<file path="src/shared/ccd_timing_pkg.sv">
// Constants, register map and state type for the interline sensor timing generator
package ccd_timing_pkg;
  // Clock and minimum timing
  localparam int CLK_PERIOD_NS = 5;
  localparam int PHOTO_MIN_NS  = 6000;   // photosite transfer
  localparam int PED_MIN_NS    = 16000;  // third phase pedestal
  localparam int DELAY_MIN_NS  = 16000;  // third phase delay
  localparam int VXFER_MIN_NS  = 4000;   // vertical transfer
  localparam int EXPO_MIN_NS   = 2000;   // substrate shutter pulse
  localparam int PIXEL_MIN_NS  = 25;     // full rate pixel period
  localparam int RST_DIVISOR   = 16;     // reset pulse >= period / 16

  localparam logic [15:0] PHOTO_MIN_CYC = 16'((PHOTO_MIN_NS + CLK_PERIOD_NS - 1) / CLK_PERIOD_NS);
  localparam logic [15:0] PED_MIN_CYC   = 16'((PED_MIN_NS + CLK_PERIOD_NS - 1) / CLK_PERIOD_NS);
  localparam logic [15:0] DELAY_MIN_CYC = 16'((DELAY_MIN_NS + CLK_PERIOD_NS - 1) / CLK_PERIOD_NS);
  localparam logic [15:0] VXFER_MIN_CYC = 16'((VXFER_MIN_NS + CLK_PERIOD_NS - 1) / CLK_PERIOD_NS);
  localparam logic [15:0] EXPO_MIN_CYC  = 16'((EXPO_MIN_NS + CLK_PERIOD_NS - 1) / CLK_PERIOD_NS);
  localparam logic [7:0]  PIXEL_MIN_CYC = 8'((PIXEL_MIN_NS + CLK_PERIOD_NS - 1) / CLK_PERIOD_NS);

  // Register byte offsets
  localparam logic [7:0] REG_CTRL     = 8'h00;
  localparam logic [7:0] REG_STATUS   = 8'h04;
  localparam logic [7:0] REG_ROWS     = 8'h08;
  localparam logic [7:0] REG_PIXELS   = 8'h0c;
  localparam logic [7:0] REG_TDI      = 8'h10;
  localparam logic [7:0] REG_EXPO_ROW = 8'h14;
  localparam logic [7:0] REG_EXPO_LEN = 8'h18;
  localparam logic [7:0] REG_PHOTO    = 8'h1c;
  localparam logic [7:0] REG_PED      = 8'h20;
  localparam logic [7:0] REG_DELAY    = 8'h24;
  localparam logic [7:0] REG_VXFER    = 8'h28;
  localparam logic [7:0] REG_PIXPER   = 8'h2c;
  localparam logic [7:0] REG_RHGW     = 8'h30;
  localparam logic [7:0] REG_BIAS0    = 8'h40;
  localparam int         BIAS_N       = 8;

  // Control fields
  localparam int CTRL_START = 0;
  localparam int CTRL_CONT  = 1;
  localparam int CTRL_TDI   = 2;
  localparam int CTRL_EXPO  = 3;

  // Reset values
  localparam logic [15:0] RST_ROWS   = 16'h0010;
  localparam logic [15:0] RST_PIXELS = 16'h0020;
  localparam logic [15:0] RST_TDI    = 16'h0004;
  localparam logic [7:0]  RST_PIXPER = 8'h05;
  localparam logic [7:0]  RST_RHGW   = 8'h01;
  localparam logic [7:0]  RST_BIAS   = 8'h00;

  typedef enum logic [2:0] {
    ST_IDLE, ST_PED, ST_PHOTO, ST_DELAY, ST_VROW, ST_EXPO, ST_HROW, ST_DUMP
  } frame_state_t;

  function automatic logic [15:0] at_least(input logic [15:0] v, input logic [15:0] lo);
    at_least = (v < lo) ? lo : v;
  endfunction
endpackage

</file>
<file path="src/core/interline_ccd_timing_generator.sv">
// Frame sequencer, APB registers and sensor clock outputs
// What this block does
// - Drive four clock groups: vertical, horizontal, reset, exposure control.
// - Each non-TDI frame starts with one photosite-to-storage vertical transfer.
// - Then a programmed number of one-row vertical transfers.
// - After each row not dumped in TDI mode, shift out a programmed number of pixels.
// - Exposure pulse may follow any chosen row, before its horizontal clocking.
// - TDI mode with a programmed number of integration stages.
// - Photosite 6 us, pedestal and delay 16 us, vertical 4 us minimum.
// - Pixel period 25 ns at full rate; reset pulse at least period/16.
// - Slower pixel rates such as 20 and 10 MHz also work.
// - Edge timings are adjustable through registers.
// - Bias settings programmable in 100 mV steps.
// - Full-rate horizontal clocking is 40 MHz.
// - Parameters, counts and mode loaded by the host over a port.
//
// Implementation choices: the APB interface to the registers and the register addresses.
`timescale 1ns/10ps
module interline_ccd_timing_generator
  import ccd_timing_pkg::*;
(
  input  wire logic                  clk_i,
  input  wire logic                  resetn_i,
  input  wire logic                  psel_i,
  input  wire logic                  penable_i,
  input  wire logic                  pwrite_i,
  input  wire logic [7:0]            paddr_i,
  input  wire logic [31:0]           pwdata_i,
  output logic                       pready_o,
  output logic [31:0]                prdata_o,
  output logic                       pslverr_o,
  output logic [3:0]                 v_clk_o,
  output logic                       v1_third_o,
  output logic                       h1_o,
  output logic                       h2_o,
  output logic                       last_horizontal_storage_phase_o,
  output logic                       high_gain_reset_pulse_o,
  output logic                       low_gain_reset_gate_o,
  output logic                       fast_line_dump_gate_o,
  output logic                       exposure_o,
  output logic                       frame_active_o,
  output logic [ccd_timing_pkg::BIAS_N*8-1:0] bias_codes_o
);
  import ccd_timing_pkg::*;

  frame_state_t state_q, state_d;

  // Live registers
  logic        cont_q, tdi_q, expo_en_q, start_q;
  logic [15:0] rows_q, pixels_q, tdi_stages_q, expo_row_q, expo_len_q;
  logic [15:0] photo_q, ped_q, delay_q, vxfer_q;
  logic [7:0]  pixper_q, rhgw_q;
  logic [7:0]  bias_q [BIAS_N];
  logic [15:0] frame_cnt_q;

  // Frame shadow copies
  logic        sh_tdi_q, sh_expo_en_q;
  logic [15:0] sh_rows_q, sh_pixels_q, sh_tdi_stages_q, sh_expo_row_q, sh_expo_len_q;
  logic [15:0] sh_photo_q, sh_ped_q, sh_delay_q, sh_vxfer_q;
  logic [7:0]  sh_pixper_q, sh_rhgw_q;

  logic [15:0] row_q;
  logic [1:0]  vstep_q;
  logic        tmr_start_q, pix_start_q;
  logic [15:0] tmr_len_q;
  logic        tmr_done, pix_done, pix_h1, pix_h2, pix_rst;
  logic        frame_go, last_row, expo_here, dump_row;

  // APB: access phase answered one cycle after it opens
  logic apb_acc, apb_hit;
  assign apb_acc = psel_i && penable_i && pready_o;
  always_comb begin
    apb_hit = 1'b1;
    unique case (paddr_i)
      REG_CTRL, REG_STATUS, REG_ROWS, REG_PIXELS, REG_TDI, REG_EXPO_ROW, REG_EXPO_LEN,
      REG_PHOTO, REG_PED, REG_DELAY, REG_VXFER, REG_PIXPER, REG_RHGW: apb_hit = 1'b1;
      default: apb_hit = (paddr_i >= REG_BIAS0) && (paddr_i < REG_BIAS0 + 8'(BIAS_N * 4))
                         && (paddr_i[1:0] == 2'b00);
    endcase
  end

  function automatic logic [31:0] read_reg(input logic [7:0] a);
    read_reg = 32'h0000_0000;
    unique case (a)
      REG_CTRL:     read_reg = {28'h0, expo_en_q, tdi_q, cont_q, 1'b0};
      REG_STATUS:   read_reg = {frame_cnt_q, 12'h0, 1'b0, 3'(state_q)} | {31'h0, frame_active_o};
      REG_ROWS:     read_reg = {16'h0, rows_q};
      REG_PIXELS:   read_reg = {16'h0, pixels_q};
      REG_TDI:      read_reg = {16'h0, tdi_stages_q};
      REG_EXPO_ROW: read_reg = {16'h0, expo_row_q};
      REG_EXPO_LEN: read_reg = {16'h0, expo_len_q};
      REG_PHOTO:    read_reg = {16'h0, photo_q};
      REG_PED:      read_reg = {16'h0, ped_q};
      REG_DELAY:    read_reg = {16'h0, delay_q};
      REG_VXFER:    read_reg = {16'h0, vxfer_q};
      REG_PIXPER:   read_reg = {24'h0, pixper_q};
      REG_RHGW:     read_reg = {24'h0, rhgw_q};
      default:      read_reg = (a >= REG_BIAS0) ? {24'h0, bias_q[3'((a - REG_BIAS0) >> 2)]}
                                                : 32'h0000_0000;
    endcase
  endfunction

  always_ff @(posedge clk_i or negedge resetn_i) begin
    if (!resetn_i) begin
      pready_o  <= 1'b0;
      prdata_o  <= 32'h0000_0000;
      pslverr_o <= 1'b0;
    end else begin
      pready_o  <= psel_i && penable_i && !pready_o;
      pslverr_o <= psel_i && penable_i && !pready_o && !apb_hit;
      prdata_o  <= (psel_i && penable_i && !pready_o && !pwrite_i && apb_hit)
                 ? read_reg(paddr_i) : 32'h0000_0000;
    end
  end

  // Register writes from the host port
  always_ff @(posedge clk_i or negedge resetn_i) begin
    if (!resetn_i) begin
      start_q <= 1'b0; cont_q <= 1'b0; tdi_q <= 1'b0; expo_en_q <= 1'b0;
      rows_q <= RST_ROWS; pixels_q <= RST_PIXELS; tdi_stages_q <= RST_TDI;
      expo_row_q <= 16'h0000; expo_len_q <= EXPO_MIN_CYC;
      photo_q <= PHOTO_MIN_CYC; ped_q <= PED_MIN_CYC;
      delay_q <= DELAY_MIN_CYC; vxfer_q <= VXFER_MIN_CYC;
      pixper_q <= RST_PIXPER; rhgw_q <= RST_RHGW;
      for (int i = 0; i < BIAS_N; i++) bias_q[i] <= RST_BIAS;
    end else begin
      start_q <= 1'b0;
      if (apb_acc && pwrite_i && !pslverr_o) begin
        unique case (paddr_i)
          REG_CTRL: begin
            start_q   <= pwdata_i[CTRL_START];
            cont_q    <= pwdata_i[CTRL_CONT];
            tdi_q     <= pwdata_i[CTRL_TDI];
            expo_en_q <= pwdata_i[CTRL_EXPO];
          end
          REG_ROWS:     rows_q       <= pwdata_i[15:0];
          REG_PIXELS:   pixels_q     <= pwdata_i[15:0];
          REG_TDI:      tdi_stages_q <= pwdata_i[15:0];
          REG_EXPO_ROW: expo_row_q   <= pwdata_i[15:0];
          REG_EXPO_LEN: expo_len_q   <= pwdata_i[15:0];
          REG_PHOTO:    photo_q      <= pwdata_i[15:0];
          REG_PED:      ped_q        <= pwdata_i[15:0];
          REG_DELAY:    delay_q      <= pwdata_i[15:0];
          REG_VXFER:    vxfer_q      <= pwdata_i[15:0];
          REG_PIXPER:   pixper_q     <= pwdata_i[7:0];
          REG_RHGW:     rhgw_q       <= pwdata_i[7:0];
          default: begin
            if (paddr_i >= REG_BIAS0)
              bias_q[3'((paddr_i - REG_BIAS0) >> 2)] <= pwdata_i[7:0];
          end
        endcase
      end
    end
  end

  // Shadow copy taken only when a frame begins
  assign frame_go = (state_q == ST_IDLE) && (start_q || cont_q) && (rows_q != 16'h0000);
  always_ff @(posedge clk_i or negedge resetn_i) begin
    if (!resetn_i) begin
      sh_tdi_q <= 1'b0; sh_expo_en_q <= 1'b0;
      sh_rows_q <= RST_ROWS; sh_pixels_q <= RST_PIXELS; sh_tdi_stages_q <= RST_TDI;
      sh_expo_row_q <= 16'h0000; sh_expo_len_q <= EXPO_MIN_CYC;
      sh_photo_q <= PHOTO_MIN_CYC; sh_ped_q <= PED_MIN_CYC;
      sh_delay_q <= DELAY_MIN_CYC; sh_vxfer_q <= VXFER_MIN_CYC;
      sh_pixper_q <= RST_PIXPER; sh_rhgw_q <= RST_RHGW;
    end else if (frame_go) begin
      sh_tdi_q <= tdi_q; sh_expo_en_q <= expo_en_q;
      sh_rows_q <= rows_q; sh_pixels_q <= pixels_q; sh_tdi_stages_q <= tdi_stages_q;
      sh_expo_row_q <= expo_row_q;
      sh_expo_len_q <= at_least(expo_len_q, EXPO_MIN_CYC);
      sh_photo_q <= at_least(photo_q, PHOTO_MIN_CYC);
      sh_ped_q   <= at_least(ped_q, PED_MIN_CYC);
      sh_delay_q <= at_least(delay_q, DELAY_MIN_CYC);
      sh_vxfer_q <= at_least(vxfer_q, VXFER_MIN_CYC);
      sh_pixper_q <= pixper_q; sh_rhgw_q <= rhgw_q;
    end
  end

  assign last_row  = (row_q == sh_rows_q - 16'h0001);
  assign expo_here = sh_expo_en_q && (row_q == sh_expo_row_q);
  // In TDI the first stages-1 rows hold partial integration and are dumped
  assign dump_row  = sh_tdi_q && (row_q + 16'h0001 < sh_tdi_stages_q);

  // Frame sequencer
  always_comb begin
    state_d = state_q;
    unique case (state_q)
      ST_IDLE:  if (frame_go) state_d = tdi_q ? ST_VROW : ST_PED;
      ST_PED:   if (tmr_done) state_d = ST_PHOTO;
      ST_PHOTO: if (tmr_done) state_d = ST_DELAY;
      ST_DELAY: if (tmr_done) state_d = ST_VROW;
      ST_VROW: begin
        if (tmr_done && vstep_q == 2'd3)
          state_d = expo_here ? ST_EXPO : (dump_row ? ST_DUMP : ST_HROW);
      end
      ST_EXPO:  if (tmr_done) state_d = dump_row ? ST_DUMP : ST_HROW;
      ST_HROW, ST_DUMP: begin
        if ((state_q == ST_HROW) ? pix_done : tmr_done)
          state_d = last_row ? ST_IDLE : ST_VROW;
      end
    endcase
  end

  always_ff @(posedge clk_i or negedge resetn_i) begin
    if (!resetn_i) begin
      state_q     <= ST_IDLE;
      row_q       <= 16'h0000;
      vstep_q     <= 2'd0;
      tmr_start_q <= 1'b0;
      pix_start_q <= 1'b0;
      tmr_len_q   <= 16'h0000;
      frame_cnt_q <= 16'h0000;
    end else begin
      state_q     <= state_d;
      tmr_start_q <= 1'b0;
      pix_start_q <= 1'b0;
      if (state_q == ST_IDLE) begin
        row_q   <= 16'h0000;
        vstep_q <= 2'd0;
      end
      if (state_q == ST_VROW && tmr_done && vstep_q != 2'd3) begin
        vstep_q     <= vstep_q + 2'd1;
        tmr_start_q <= 1'b1;
        tmr_len_q   <= sh_vxfer_q;
      end
      if (state_d != state_q) begin
        tmr_start_q <= (state_d != ST_HROW) && (state_d != ST_IDLE);
        pix_start_q <= (state_d == ST_HROW);
        unique case (state_d)
          ST_PED:   tmr_len_q <= (state_q == ST_IDLE) ? at_least(ped_q, PED_MIN_CYC) : sh_ped_q;
          ST_PHOTO: tmr_len_q <= sh_photo_q;
          ST_DELAY: tmr_len_q <= sh_delay_q;
          ST_VROW:  tmr_len_q <= (state_q == ST_IDLE) ? at_least(vxfer_q, VXFER_MIN_CYC)
                                                      : sh_vxfer_q;
          ST_EXPO:  tmr_len_q <= sh_expo_len_q;
          ST_DUMP:  tmr_len_q <= sh_vxfer_q;
          default:  tmr_len_q <= tmr_len_q;
        endcase
        if (state_d == ST_VROW) vstep_q <= 2'd0;
        if (state_q == ST_HROW || state_q == ST_DUMP) row_q <= row_q + 16'h0001;
        if (state_d == ST_IDLE) frame_cnt_q <= frame_cnt_q + 16'h0001;
      end
    end
  end

  interval_timer u_timer (
    .clk_i    (clk_i),
    .resetn_i (resetn_i),
    .start_i  (tmr_start_q),
    .len_i    (tmr_len_q),
    .done_o   (tmr_done)
  );

  pixel_clock_gen u_pixel (
    .clk_i       (clk_i),
    .resetn_i    (resetn_i),
    .start_i     (pix_start_q),
    .count_i     (sh_pixels_q),
    .period_i    (sh_pixper_q),
    .rst_width_i (sh_rhgw_q),
    .h1_o        (pix_h1),
    .h2_o        (pix_h2),
    .rst_o       (pix_rst),
    .done_o      (pix_done)
  );

  // Four-phase vertical pattern per step
  function automatic logic [3:0] vpattern(input logic [1:0] s);
    unique case (s)
      2'd0: vpattern = 4'b0011;
      2'd1: vpattern = 4'b0110;
      2'd2: vpattern = 4'b1100;
      2'd3: vpattern = 4'b1001;
    endcase
  endfunction

  // Output flops; idle state drives all clocks inactive
  always_ff @(posedge clk_i or negedge resetn_i) begin
    if (!resetn_i) begin
      v_clk_o <= 4'h0; v1_third_o <= 1'b0; h1_o <= 1'b0; h2_o <= 1'b0;
      last_horizontal_storage_phase_o <= 1'b0; high_gain_reset_pulse_o <= 1'b0;
      low_gain_reset_gate_o <= 1'b0; fast_line_dump_gate_o <= 1'b0;
      exposure_o <= 1'b0; frame_active_o <= 1'b0;
    end else begin
      v_clk_o <= (state_q == ST_VROW) ? vpattern(vstep_q)
               : (state_q inside {ST_PED, ST_PHOTO, ST_DELAY}) ? 4'b0001 : 4'h0;
      v1_third_o <= (state_q == ST_PHOTO);
      h1_o <= pix_h1;
      h2_o <= pix_h2;
      last_horizontal_storage_phase_o <= pix_h2;
      high_gain_reset_pulse_o <= pix_rst;
      low_gain_reset_gate_o   <= pix_rst;
      fast_line_dump_gate_o   <= (state_q == ST_DUMP);
      exposure_o     <= (state_q == ST_EXPO);
      frame_active_o <= (state_q != ST_IDLE);
    end
  end

  always_comb begin
    for (int i = 0; i < BIAS_N; i++) bias_codes_o[i*8 +: 8] = bias_q[i];
  end

  // Dwell counter for interval checks
  logic [15:0] dwell_q;
  always_ff @(posedge clk_i or negedge resetn_i) begin
    if (!resetn_i) dwell_q <= 16'h0000;
    else dwell_q <= (state_d != state_q) ? 16'h0000 : dwell_q + 16'h0001;
  end

  property p_idle_quiet;
    @(posedge clk_i) disable iff (!resetn_i)
      (state_q == ST_IDLE) [*3] |-> (v_clk_o == 4'h0) && !h1_o && !h2_o && !exposure_o
                                   && !fast_line_dump_gate_o && !high_gain_reset_pulse_o;
  endproperty
  a_idle_quiet: assert property (p_idle_quiet) else $error("clocks active in idle");

  property p_photo_min;
    @(posedge clk_i) disable iff (!resetn_i)
      (state_q == ST_PHOTO && state_d != ST_PHOTO) |-> (dwell_q + 16'h0001 >= PHOTO_MIN_CYC);
  endproperty
  a_photo_min: assert property (p_photo_min) else $error("photosite transfer too short");

  property p_ped_min;
    @(posedge clk_i) disable iff (!resetn_i)
      (state_q inside {ST_PED, ST_DELAY} && state_d != state_q)
        |-> (dwell_q + 16'h0001 >= PED_MIN_CYC);
  endproperty
  a_ped_min: assert property (p_ped_min) else $error("pedestal or delay too short");

  property p_vstep_min;
    @(posedge clk_i) disable iff (!resetn_i)
      (state_q == ST_VROW && tmr_done) |-> (dwell_q + 16'h0001 >= 16'(4) * VXFER_MIN_CYC)
                                           || (vstep_q != 2'd3);
  endproperty
  a_vstep_min: assert property (p_vstep_min) else $error("row transfer too short");

  property p_photo_once;
    @(posedge clk_i) disable iff (!resetn_i)
      (state_q == ST_PHOTO) ##1 (state_q != ST_PHOTO) |-> (state_q == ST_DELAY) ##1
        (state_q inside {ST_DELAY, ST_VROW});
  endproperty
  a_photo_once: assert property (p_photo_once) else $error("photosite transfer repeated");

  property p_shadow_hold;
    @(posedge clk_i) disable iff (!resetn_i)
      (state_q != ST_IDLE) |=> $stable(sh_rows_q) && $stable(sh_pixels_q) && $stable(sh_tdi_q);
  endproperty
  a_shadow_hold: assert property (p_shadow_hold) else $error("settings changed mid frame");

  property p_expo_after_row;
    @(posedge clk_i) disable iff (!resetn_i)
      $rose(exposure_o) |-> ($past(state_q, 2) == ST_VROW) && !h1_o;
  endproperty
  a_expo_after_row: assert property (p_expo_after_row) else $error("exposure misplaced");

  property p_h_in_row;
    @(posedge clk_i) disable iff (!resetn_i)
      (h1_o || h2_o) |-> ($past(state_q, 2) == ST_HROW);
  endproperty
  a_h_in_row: assert property (p_h_in_row) else $error("horizontal clock outside row readout");

  property p_rows_count;
    @(posedge clk_i) disable iff (!resetn_i)
      (state_q inside {ST_HROW, ST_DUMP} && state_d == ST_IDLE) |-> (row_q + 16'h0001 == sh_rows_q);
  endproperty
  a_rows_count: assert property (p_rows_count) else $error("wrong number of rows");

  c_frame_done: cover property (@(posedge clk_i) disable iff (!resetn_i)
    $fell(frame_active_o));
  c_exposure:   cover property (@(posedge clk_i) disable iff (!resetn_i) $rose(exposure_o));
  c_tdi_dump:   cover property (@(posedge clk_i) disable iff (!resetn_i)
    $rose(fast_line_dump_gate_o));
endmodule

</file>
<file path="src/core/interval_timer.sv">
// One-shot interval counter: done pulse after len cycles
`timescale 1ns/10ps
module interval_timer
  import ccd_timing_pkg::*;
(
  input  wire logic        clk_i,
  input  wire logic        resetn_i,
  input  wire logic        start_i,
  input  wire logic [15:0] len_i,
  output logic             done_o
);
  logic [15:0] cnt_q;
  logic        run_q;

  always_ff @(posedge clk_i or negedge resetn_i) begin
    if (!resetn_i) begin
      cnt_q  <= 16'h0000;
      run_q  <= 1'b0;
      done_o <= 1'b0;
    end else begin
      done_o <= 1'b0;
      if (start_i) begin
        cnt_q <= (len_i == 16'h0000) ? 16'h0000 : len_i - 16'h0001;
        run_q <= 1'b1;
      end else if (run_q) begin
        if (cnt_q <= 16'h0001) begin
          run_q  <= 1'b0;
          done_o <= 1'b1;
        end
        cnt_q <= cnt_q - 16'h0001;
      end
    end
  end
endmodule

</file>
<file path="src/core/pixel_clock_gen.sv">
// Horizontal shift and output reset clocks for one row of pixels
`timescale 1ns/10ps
module pixel_clock_gen
  import ccd_timing_pkg::*;
(
  input  wire logic        clk_i,
  input  wire logic        resetn_i,
  input  wire logic        start_i,
  input  wire logic [15:0] count_i,
  input  wire logic [7:0]  period_i,
  input  wire logic [7:0]  rst_width_i,
  output logic             h1_o,
  output logic             h2_o,
  output logic             rst_o,
  output logic             done_o
);
  logic [7:0]  phase_q;
  logic [15:0] left_q;
  logic        run_q;
  logic [7:0]  per;
  logic [7:0]  rhgw;
  logic [7:0]  rst_min;

  // Pixel period never below full rate; reset pulse at least period/16
  assign per  = (period_i < PIXEL_MIN_CYC) ? PIXEL_MIN_CYC : period_i;
  assign rst_min = 8'((9'(per) + 9'(RST_DIVISOR - 1)) / 9'(RST_DIVISOR));
  assign rhgw = (rst_width_i < rst_min) ? rst_min : rst_width_i;

  always_ff @(posedge clk_i or negedge resetn_i) begin
    if (!resetn_i) begin
      phase_q <= 8'h00;
      left_q  <= 16'h0000;
      run_q   <= 1'b0;
      done_o  <= 1'b0;
    end else begin
      done_o <= 1'b0;
      if (start_i) begin
        phase_q <= 8'h00;
        left_q  <= count_i;
        run_q   <= (count_i != 16'h0000);
        done_o  <= (count_i == 16'h0000);
      end else if (run_q) begin
        if (phase_q == per - 8'h01) begin
          phase_q <= 8'h00;
          left_q  <= left_q - 16'h0001;
          if (left_q == 16'h0001) begin
            run_q  <= 1'b0;
            done_o <= 1'b1;
          end
        end else begin
          phase_q <= phase_q + 8'h01;
        end
      end
    end
  end

  // Two-phase shift, reset pulse at the start of each pixel
  always_ff @(posedge clk_i or negedge resetn_i) begin
    if (!resetn_i) begin
      h1_o  <= 1'b0;
      h2_o  <= 1'b0;
      rst_o <= 1'b0;
    end else begin
      h1_o  <= run_q && !start_i && (phase_q < (per >> 1));
      h2_o  <= run_q && !start_i && (phase_q >= (per >> 1));
      rst_o <= run_q && !start_i && (phase_q < rhgw);
    end
  end

  logic [7:0] rst_len_q;
  always_ff @(posedge clk_i or negedge resetn_i) begin
    if (!resetn_i) rst_len_q <= 8'h00;
    else rst_len_q <= rst_o ? rst_len_q + 8'h01 : 8'h00;
  end

  property p_rst_width;
    @(posedge clk_i) disable iff (!resetn_i)
      $fell(rst_o) |-> (16'(rst_len_q) * 16'(RST_DIVISOR) >= 16'(per));
  endproperty
  a_rst_width: assert property (p_rst_width) else $error("reset pulse shorter than period/16");
endmodule

</file>
<file path="config.mk">
export PLATFORM = sky130hd
export DESIGN_NAME = interline_ccd_timing_generator
export DESIGN_NICKNAME = d
export VERILOG_FILES = /design/src/shared/ccd_timing_pkg.sv /design/src/core/interline_ccd_timing_generator.sv /design/src/core/interval_timer.sv /design/src/core/pixel_clock_gen.sv
export SDC_FILE = /design/constraint.sdc
export NUM_CORES = 1
export LEC_CHECK = 0
export ABC_AREA = 0
export BUFFER_PORTS_ARGS = -buffer_cell sky130_fd_sc_hd__buf_2
export CORE_UTILIZATION = 25
export DETAILED_ROUTE_END_ITERATION = 16
export PLACE_DENSITY_LB_ADDON = 0.08
export SYNTH_ARGS = -nofsm -noshare
export SYNTH_HDL_FRONTEND = slang
export SYNTH_SLANG_ARGS = --single-unit
</file>
<file path="constraint.sdc">
create_clock -name clk_i -period 11.5 [get_ports clk_i]
set_input_delay 1.725 -clock clk_i [delete_from_list [all_inputs] [get_ports clk_i]]
set_output_delay 1.725 -clock clk_i [all_outputs]
set_load 0.01 [all_outputs]
</file>
==> out/metrics.cfg, run 1 <==
[clock_tree]
clk_latency_ns = 0.64
ctsHtreeMaxLevel = 3
numCtsBuffers = 69
clockBufferDepth = 3
cts_num_sinks = 537
clkTransAtPathRegs_ns = 0.06
cts_root_buf = clkbuf_16
hold_buffers = 0
cts_setup_buffers = 0
cts-resized-gates = 0
cts_tree = done

[timing]
post-route-min-period_ns = 5.50
timing.final.ws_setup_ns = 6.00
maxSlewHeadroom_pct = 21.6
fin_crit_sh_pct = 47.8
tightest_slew_ns = 1.18
maxSlewViolCount = 0
fin_tns_setup_ns = 0
hold_ws_ns = 0.352
fin_skew_ns = 0.0403
rsz0062_at_grt = false
finalHoldViolations = 0
fmax_mhz = 182
setup_viol = 0

[logic_synthesis]
synth.distinct_cells = 80
syn_avg_cell_area_um2 = 10.2
synthCells = 2614
synth_edf_count = 0
seq_area_frac_synth_pct = 50.8
async_reset_ff_share_pct = 100
syn_nets = 2706
synthFlopType = dfrtp_1
syn_area_mm2 = 0.0266
ys_ff_latch = 537
ys_warn_count = 0

[floorplanning]
dieArea_mm2 = 0.108
core_mm2 = 0.105
start_util_pct = 25.2
die_h_um = 328
fp.dieW_um = 328
io_pins = 156
rows = 119

[flow_run]
cap_violations = 0

[placement]
globalplace.congestion = 0.814
dp_slack_ns = 5.92
dp_hpwl_um = 69400
io_buffers = 139

[routing]
vias_per_cell = 5.02
drc_errors = 0
num_vias = 20900
drt-initial-drc-count = 1437
drt-total-wl_um = 98000
drt-pass1-iter-count = 6
routedWlPerCell_um = 23.5
ant_nets = 0

[pwr]
powerDensity_mw_per_mm2 = 139
p_total_mw = 4.36
leakage_nw = 14.9
ir_drop_v = 0.0000925

[finish]
largest_register_ffs = 64
final_nets = 2809
drive_gt1_share_pct = 22.9
layout_commonest_cell = dfrtp_1
mostFrequentLayoutCells = 493 x dfrtp_1, 464 x nand2_1, 232 x mux2_2, 166 x nor2_1, 138 x buf_2
area_delta_synth_final_pct = 18.0

[setup_path]
path_class = flop to flop
critPathLaunchType = flop
path_max_fanout = 35
worstRegToRegCells = 13
worstPathArrival_ns = 6.02
critPathRequiredTime_ns = 12.02
critPathCaptureType = flop

[outcome]
status = complete, no violations

[min_path]
hold_depth = 0
hp-class = flop to flop

[grt]
grt_pass1_wl_um = 147000
overflow = 0
grt_usage_pct = 18.3
antenna_found_initial = 7
grt_max_degree = 156
grt_pass1_vias = 21500

-- cell type report --
| class | count | area (µm²) |
|---|---|---|
| multi-input combinational | 1856 | 12400 |
| clock inverter | 17 | 294 |
| clock buffer | 109 | 2110 |
| antenna | 4 | 10.0 |
| tap | 1391 | 1740 |
| sequential | 537 | 13500 |
| inverter | 69 | 259 |
| fill | 10900 | 73900 |
| timing repair buffer | 184 | 1060 |
-- worst paths after layout --
| path | slack, ns | start | endpoint |
|---|---|---|---|
| worst max-delay path | 6.00 | state_q[2] | tmr_len_q[9] |
| worst min-delay path | 0.35 | u_pixel.h1_o | h1_o |
| worst max register to register | 6.00 | state_q[2] | tmr_len_q[9] |
| min in group asynchronous | 1.13 | resetn_i | u_pixel.left_q[1] |
| max in group asynchronous | 8.07 | resetn_i | tdi_stages_q[9] |
| worst min register to register | 0.35 | u_pixel.h1_o | h1_o |
-- routing by layer --
| metal | track usage (%) | up-vias | routed length (µm) |
|---|---|---|---|
| li1 | - | 9529 | - |
| met1 | 26.0 | 10700 | 46300 |
| met2 | 28.7 | 579 | 43900 |
| met3 | 3.34 | 116 | 5740 |
| met4 | 4.36 | 2 | 1980 |
| met5 | 0 | - | 8 |
-- power breakdown --
group	switching [mW]	internal [mW]	total, mW
registers	0.0130	1.91	1.92
clock network	0.891	1.42	2.31
logic	0.0947	0.0371	0.132
-- cells in the mapped netlist, types with 23 or more instances --
| library cell | instances | area [µm²] |
|---|---|---|
| o21ai_0 | 131 | 656 |
| a211oi_1 | 23 | 173 |
| nor4_1 | 33 | 206 |
| clkbuf_1 | 130 | 488 |
| dfstp_2 | 44 | 1160 |
| dfrtp_1 | 493 | 12300 |
| a22oi_1 | 39 | 293 |
| and2_1 | 25 | 156 |
| a21oi_1 | 98 | 490 |
| nand3_1 | 63 | 315 |
| inv_1 | 68 | 255 |
| nand2_1 | 465 | 1750 |
| nor2_1 | 175 | 657 |
| xor2_1 | 52 | 455 |
| xnor2_1 | 56 | 490 |
| mux2_2 | 232 | 2610 |
| ha_1 | 47 | 588 |
| nor3_1 | 47 | 235 |
| a31oi_1 | 39 | 244 |
| nand4_1 | 27 | 169 |
-- critical path, stage by stage (launching register included) --
cell and delay, ns:
dfrtp_1 0.32, buf_4 0.37, nor3_2 0.06, buf_4 0.30, inv_1 0.48, buf_4 0.46
nor3_1 0.15, a21boi_4 0.79, o31ai_1 0.36, nor3_1 0.36, or3_1 0.78, inv_2 0.43
o311a_1 0.25, a211oi_1 0.21
-- metrics by stage --
| step | utilization (%) | cell area (µm²) | cells |
|---|---|---|---|
| after floorplan | - | 26600 | 2614 |
| after global placement | 27.5 | 28900 | 4037 |
| after detailed placement | 27.5 | 28900 | 4037 |
| after CTS | 29.8 | 31300 | 4163 |
| after global routing | 29.8 | 31300 | 4163 |
| final | 29.8 | 31300 | 4167 |
-- cells by family (layout without fill, tap and decap cells) --
family | count (synthesis) | in the layout | share of synthesized area [%]
XOR/XNOR | 109 | 109 | 3.65
AND/OR/NAND/NOR | 953 | 953 | 16.3
flip-flops | 537 | 537 | 50.8
other | 0 | 4 | 0
adder cells (fa/ha/maj) | 47 | 47 | 2.21
buffers and inverters | 221 | 379 | 3.21
AO/OA/AOI/OAI | 488 | 488 | 12.2
multiplexers | 259 | 259 | 11.6
(Power assumes the default switching activity.)
==> inputs of run 2 (changes only) <==
- ABC_AREA: 0 -> 1
- clock period: 11.5 -> 5.5 ns (I/O delays scaled with it)
==> run 2 against run 1 <==
- routed wire length increased by 2.8%
- hold slack got worse by 0.18 ns
- utilization decreased by 0.42 points
- register-to-register slack got worse by 5.5 ns
- cell count increased by 18%
- largest power group unchanged
==> out/metrics.cfg, run 2 <==
[finish]
area_delta_synth_final_pct = 16.4
largest_register_ffs = 64
layout_commonest_cell = nand2_1
final_util_pct = 29.3
drive_gt1_share_pct = 10.9
final_nets = 3544
mostFrequentLayoutCells = 954 x nand2_1, 493 x dfrtp_1, 429 x o21ai_0, 326 x inv_1
stdcell_count = 4913

[timing]
fmax_mhz = 201
finalHoldViolations = 0
fin_crit_sh_pct = 90.6
maxSlewHeadroom_pct = 25.2
maxSlewViolCount = 0
setup_viol = 0
timing.final.ws_setup_ns = 0.516
fin_skew_ns = 0.0259
post-route-min-period_ns = 4.98
hold_ws_ns = 0.176
rsz0062_at_grt = true
tightest_slew_ns = 1.12

[grt]
grt_max_degree = 145
overflow = 0
grt_usage_pct = 18.6
grt_pass1_vias = 22800
antenna_found_initial = 9
grt_pass1_wl_um = 152000

[setup_path]
reg2reg_to = tmr_len_q[4]
worstRegToRegCells = 24
critPathBufInv = 2
worst_r2r_startpoint = row_q[2]
path_max_fanout = 16
cp_top_family = simple AND/OR/NAND/NOR gates
critPathMaxStageDelay_ns = 0.57
critPathLaunchType = flop
crit_top_cell = nand2_1
worstSetupPathDepth = 24
crit_end = tmr_len_q[4]
worstPathArrival_ns = 5.49
slowest_stage = nand2_2
critPathCaptureType = flop
reg2reg_slack_ns = 0.52
startpoint = row_q[2]
critPathRequiredTime_ns = 6.00
path_class = flop to flop
path_cells = inv_1, nor3_1, nand3_1, nor2_1, inv_1, nor2_1, nand4_1, nor3_1, nand3_1, xor2_1, ha_1, a211oi_1, nand2_1, nor2_1, nand2_1, nand2_1, nand2_1, nand4_4, xor2_1, nand3b_1, nand2_2, a21oi_1, nand2_1, nand2_1

[logic_synthesis]
synthFlopType = dfrtp_1
ys_ff_latch = 537
synth.distinct_cells = 62
async_reset_ff_share_pct = 100
syn_nets = 3459
synth.largest_area_cell = dfrtp_1
synth.most_common_cell = nand2_1
ys_warn_count = 0
seq_area_frac_synth_pct = 50.1
syn_avg_cell_area_um2 = 8.00
syn_area_mm2 = 0.0269
synth_edf_count = 0
yosysTopAreaCellShare_pct = 45.8
ys_top_cells_by_area = dfrtp_1 46%, nand2_1 13%, o21ai_0 8.0%, inv_1 4.5%, dfstp_2 4.3%
yosys-top-cells-count = 954 x nand2_1, 493 x dfrtp_1, 429 x o21ai_0
synthCells = 3367

[clock_tree]
hold_buffers = 0
cts_num_sinks = 537
clk_latency_ns = 0.63
numCtsBuffers = 69
ctsHtreeMaxLevel = 3
cts_setup_buffers = 0
cts_root_buf = clkbuf_16
cts-resized-gates = 0
cts_tree = done
clkTransAtPathRegs_ns = 0.06
clockBufferDepth = 3

[pwr]
powerDensity_mw_per_mm2 = 288
ir_drop_v = 0.000203
pwr-share-comb_pct = 4.5
p_sw_mw = 2.23
seqPwrFrac_pct = 44.6
leakage_nw = 14.7
power.internal_mw = 6.81
p_sw_share_pct = 24.7
clkPwrFrac_pct = 50.9

[floorplanning]
fp.dieW_um = 330
die_h_um = 330
dieArea_mm2 = 0.109
start_util_pct = 25.2
rows = 120
core_mm2 = 0.107
io_pins = 156

[routing]
ant_nets = 0
routedWlPerCell_um = 20.5
drt-total-wl_um = 101000
num_vias = 22700
drt-initial-drc-count = 1688
drt-pass1-iter-count = 5
vias_per_cell = 4.63
drc_errors = 0

[placement]
globalplace.congestion = 0.778
dp_slack_ns = 0.512
io_buffers = 139
dp_hpwl_um = 71600
place_inst = 4783

[flow_run]
cap_violations = 0

[min_path]
hp-class = input pin to async pin

[outcome]
status = complete, no violations

run 2: cell types whose count changed in the layout (fill, tap and decap cells not counted), sizes merged, moves of 36 or more:
cell   previous run  this run
o21ai           136       443
nand3            63       200
nand2           466       966
nand4            28        67
mux2            232         1
nor2            175       213
inv              71       341
o22ai             3        39
run 2: cell families (layout without fill, tap and decap cells):
| kind of cell | after synthesis | count (layout) | share of synthesized area (%) |
|---|---|---|---|
| buffers and inverters | 506 | 648 | 7.34 |
| flip-flops | 537 | 537 | 50.1 |
| AO/OA/AOI/OAI | 654 | 654 | 13.5 |
| other | 0 | 1 | 0 |
| AND/OR/NAND/NOR | 1535 | 1535 | 24.1 |
| multiplexers | 1 | 1 | 0.0418 |
| adder cells (fa/ha/maj) | 47 | 47 | 2.18 |
| XOR/XNOR | 87 | 87 | 2.83 |
run 2: area by class of cell:
cell class                      instances  area, µm²
Fill cell                           11700      75500
Sequential cell                       537      13500
Multi-Input combinational cell       2324      11500
Clock buffer                          104       2010
Tap cell                             1403       1760
Inverter                              340       1280
Timing Repair Buffer                  180       1090
Clock inverter                         24        241
Antenna cell                            1       2.50
run 2: power groups by stage:
stage | Combinational [mW] | Sequential, mW | Clock (mW)
2_1_floorplan | 0.168 | 4.10 | 0
3_5_place_dp | 0.419 | 4.10 | 0
4_1_cts | 0.420 | 4.03 | 4.77
3_3_place_gp | 0.419 | 4.10 | 0
6_report | 0.406 | 4.03 | 4.60
5_1_grt | 0.457 | 4.04 | 4.91
run 2: worst min-delay path by stage:
stage	end	slack, ns	cells after the start
after global routing	rows_q[14]	0.21	1
after detailed placement	h1_o	0.34	0
final	sh_rows_q[10]	0.18	1
after floorplan	h1_o	0.33	0
after global placement	last_horizontal_storage_phase_o	0.33	0
after CTS	sh_rows_q[9]	0.18	1
run 2: stage by stage:
step                power (mW)  TNS [ns]  instance area, µm²
global placement          4.52         0               29100
global route              9.40    -0.415               31400
CTS                       9.23         0               31300
finish                    9.04         0               31400
detailed placement        4.52         0               29100
floorplan                 4.27         0               26900
run 2: per-layer routing:
metal  GRT usage (%)  part of all wire, %  vias up
met5               0                0.058        -
met4            5.03                  2.1        8
met3            3.49                  5.1      108
met2            29.2                   45      409
met1            26.1                   48    11000
li1                -                    -    11300
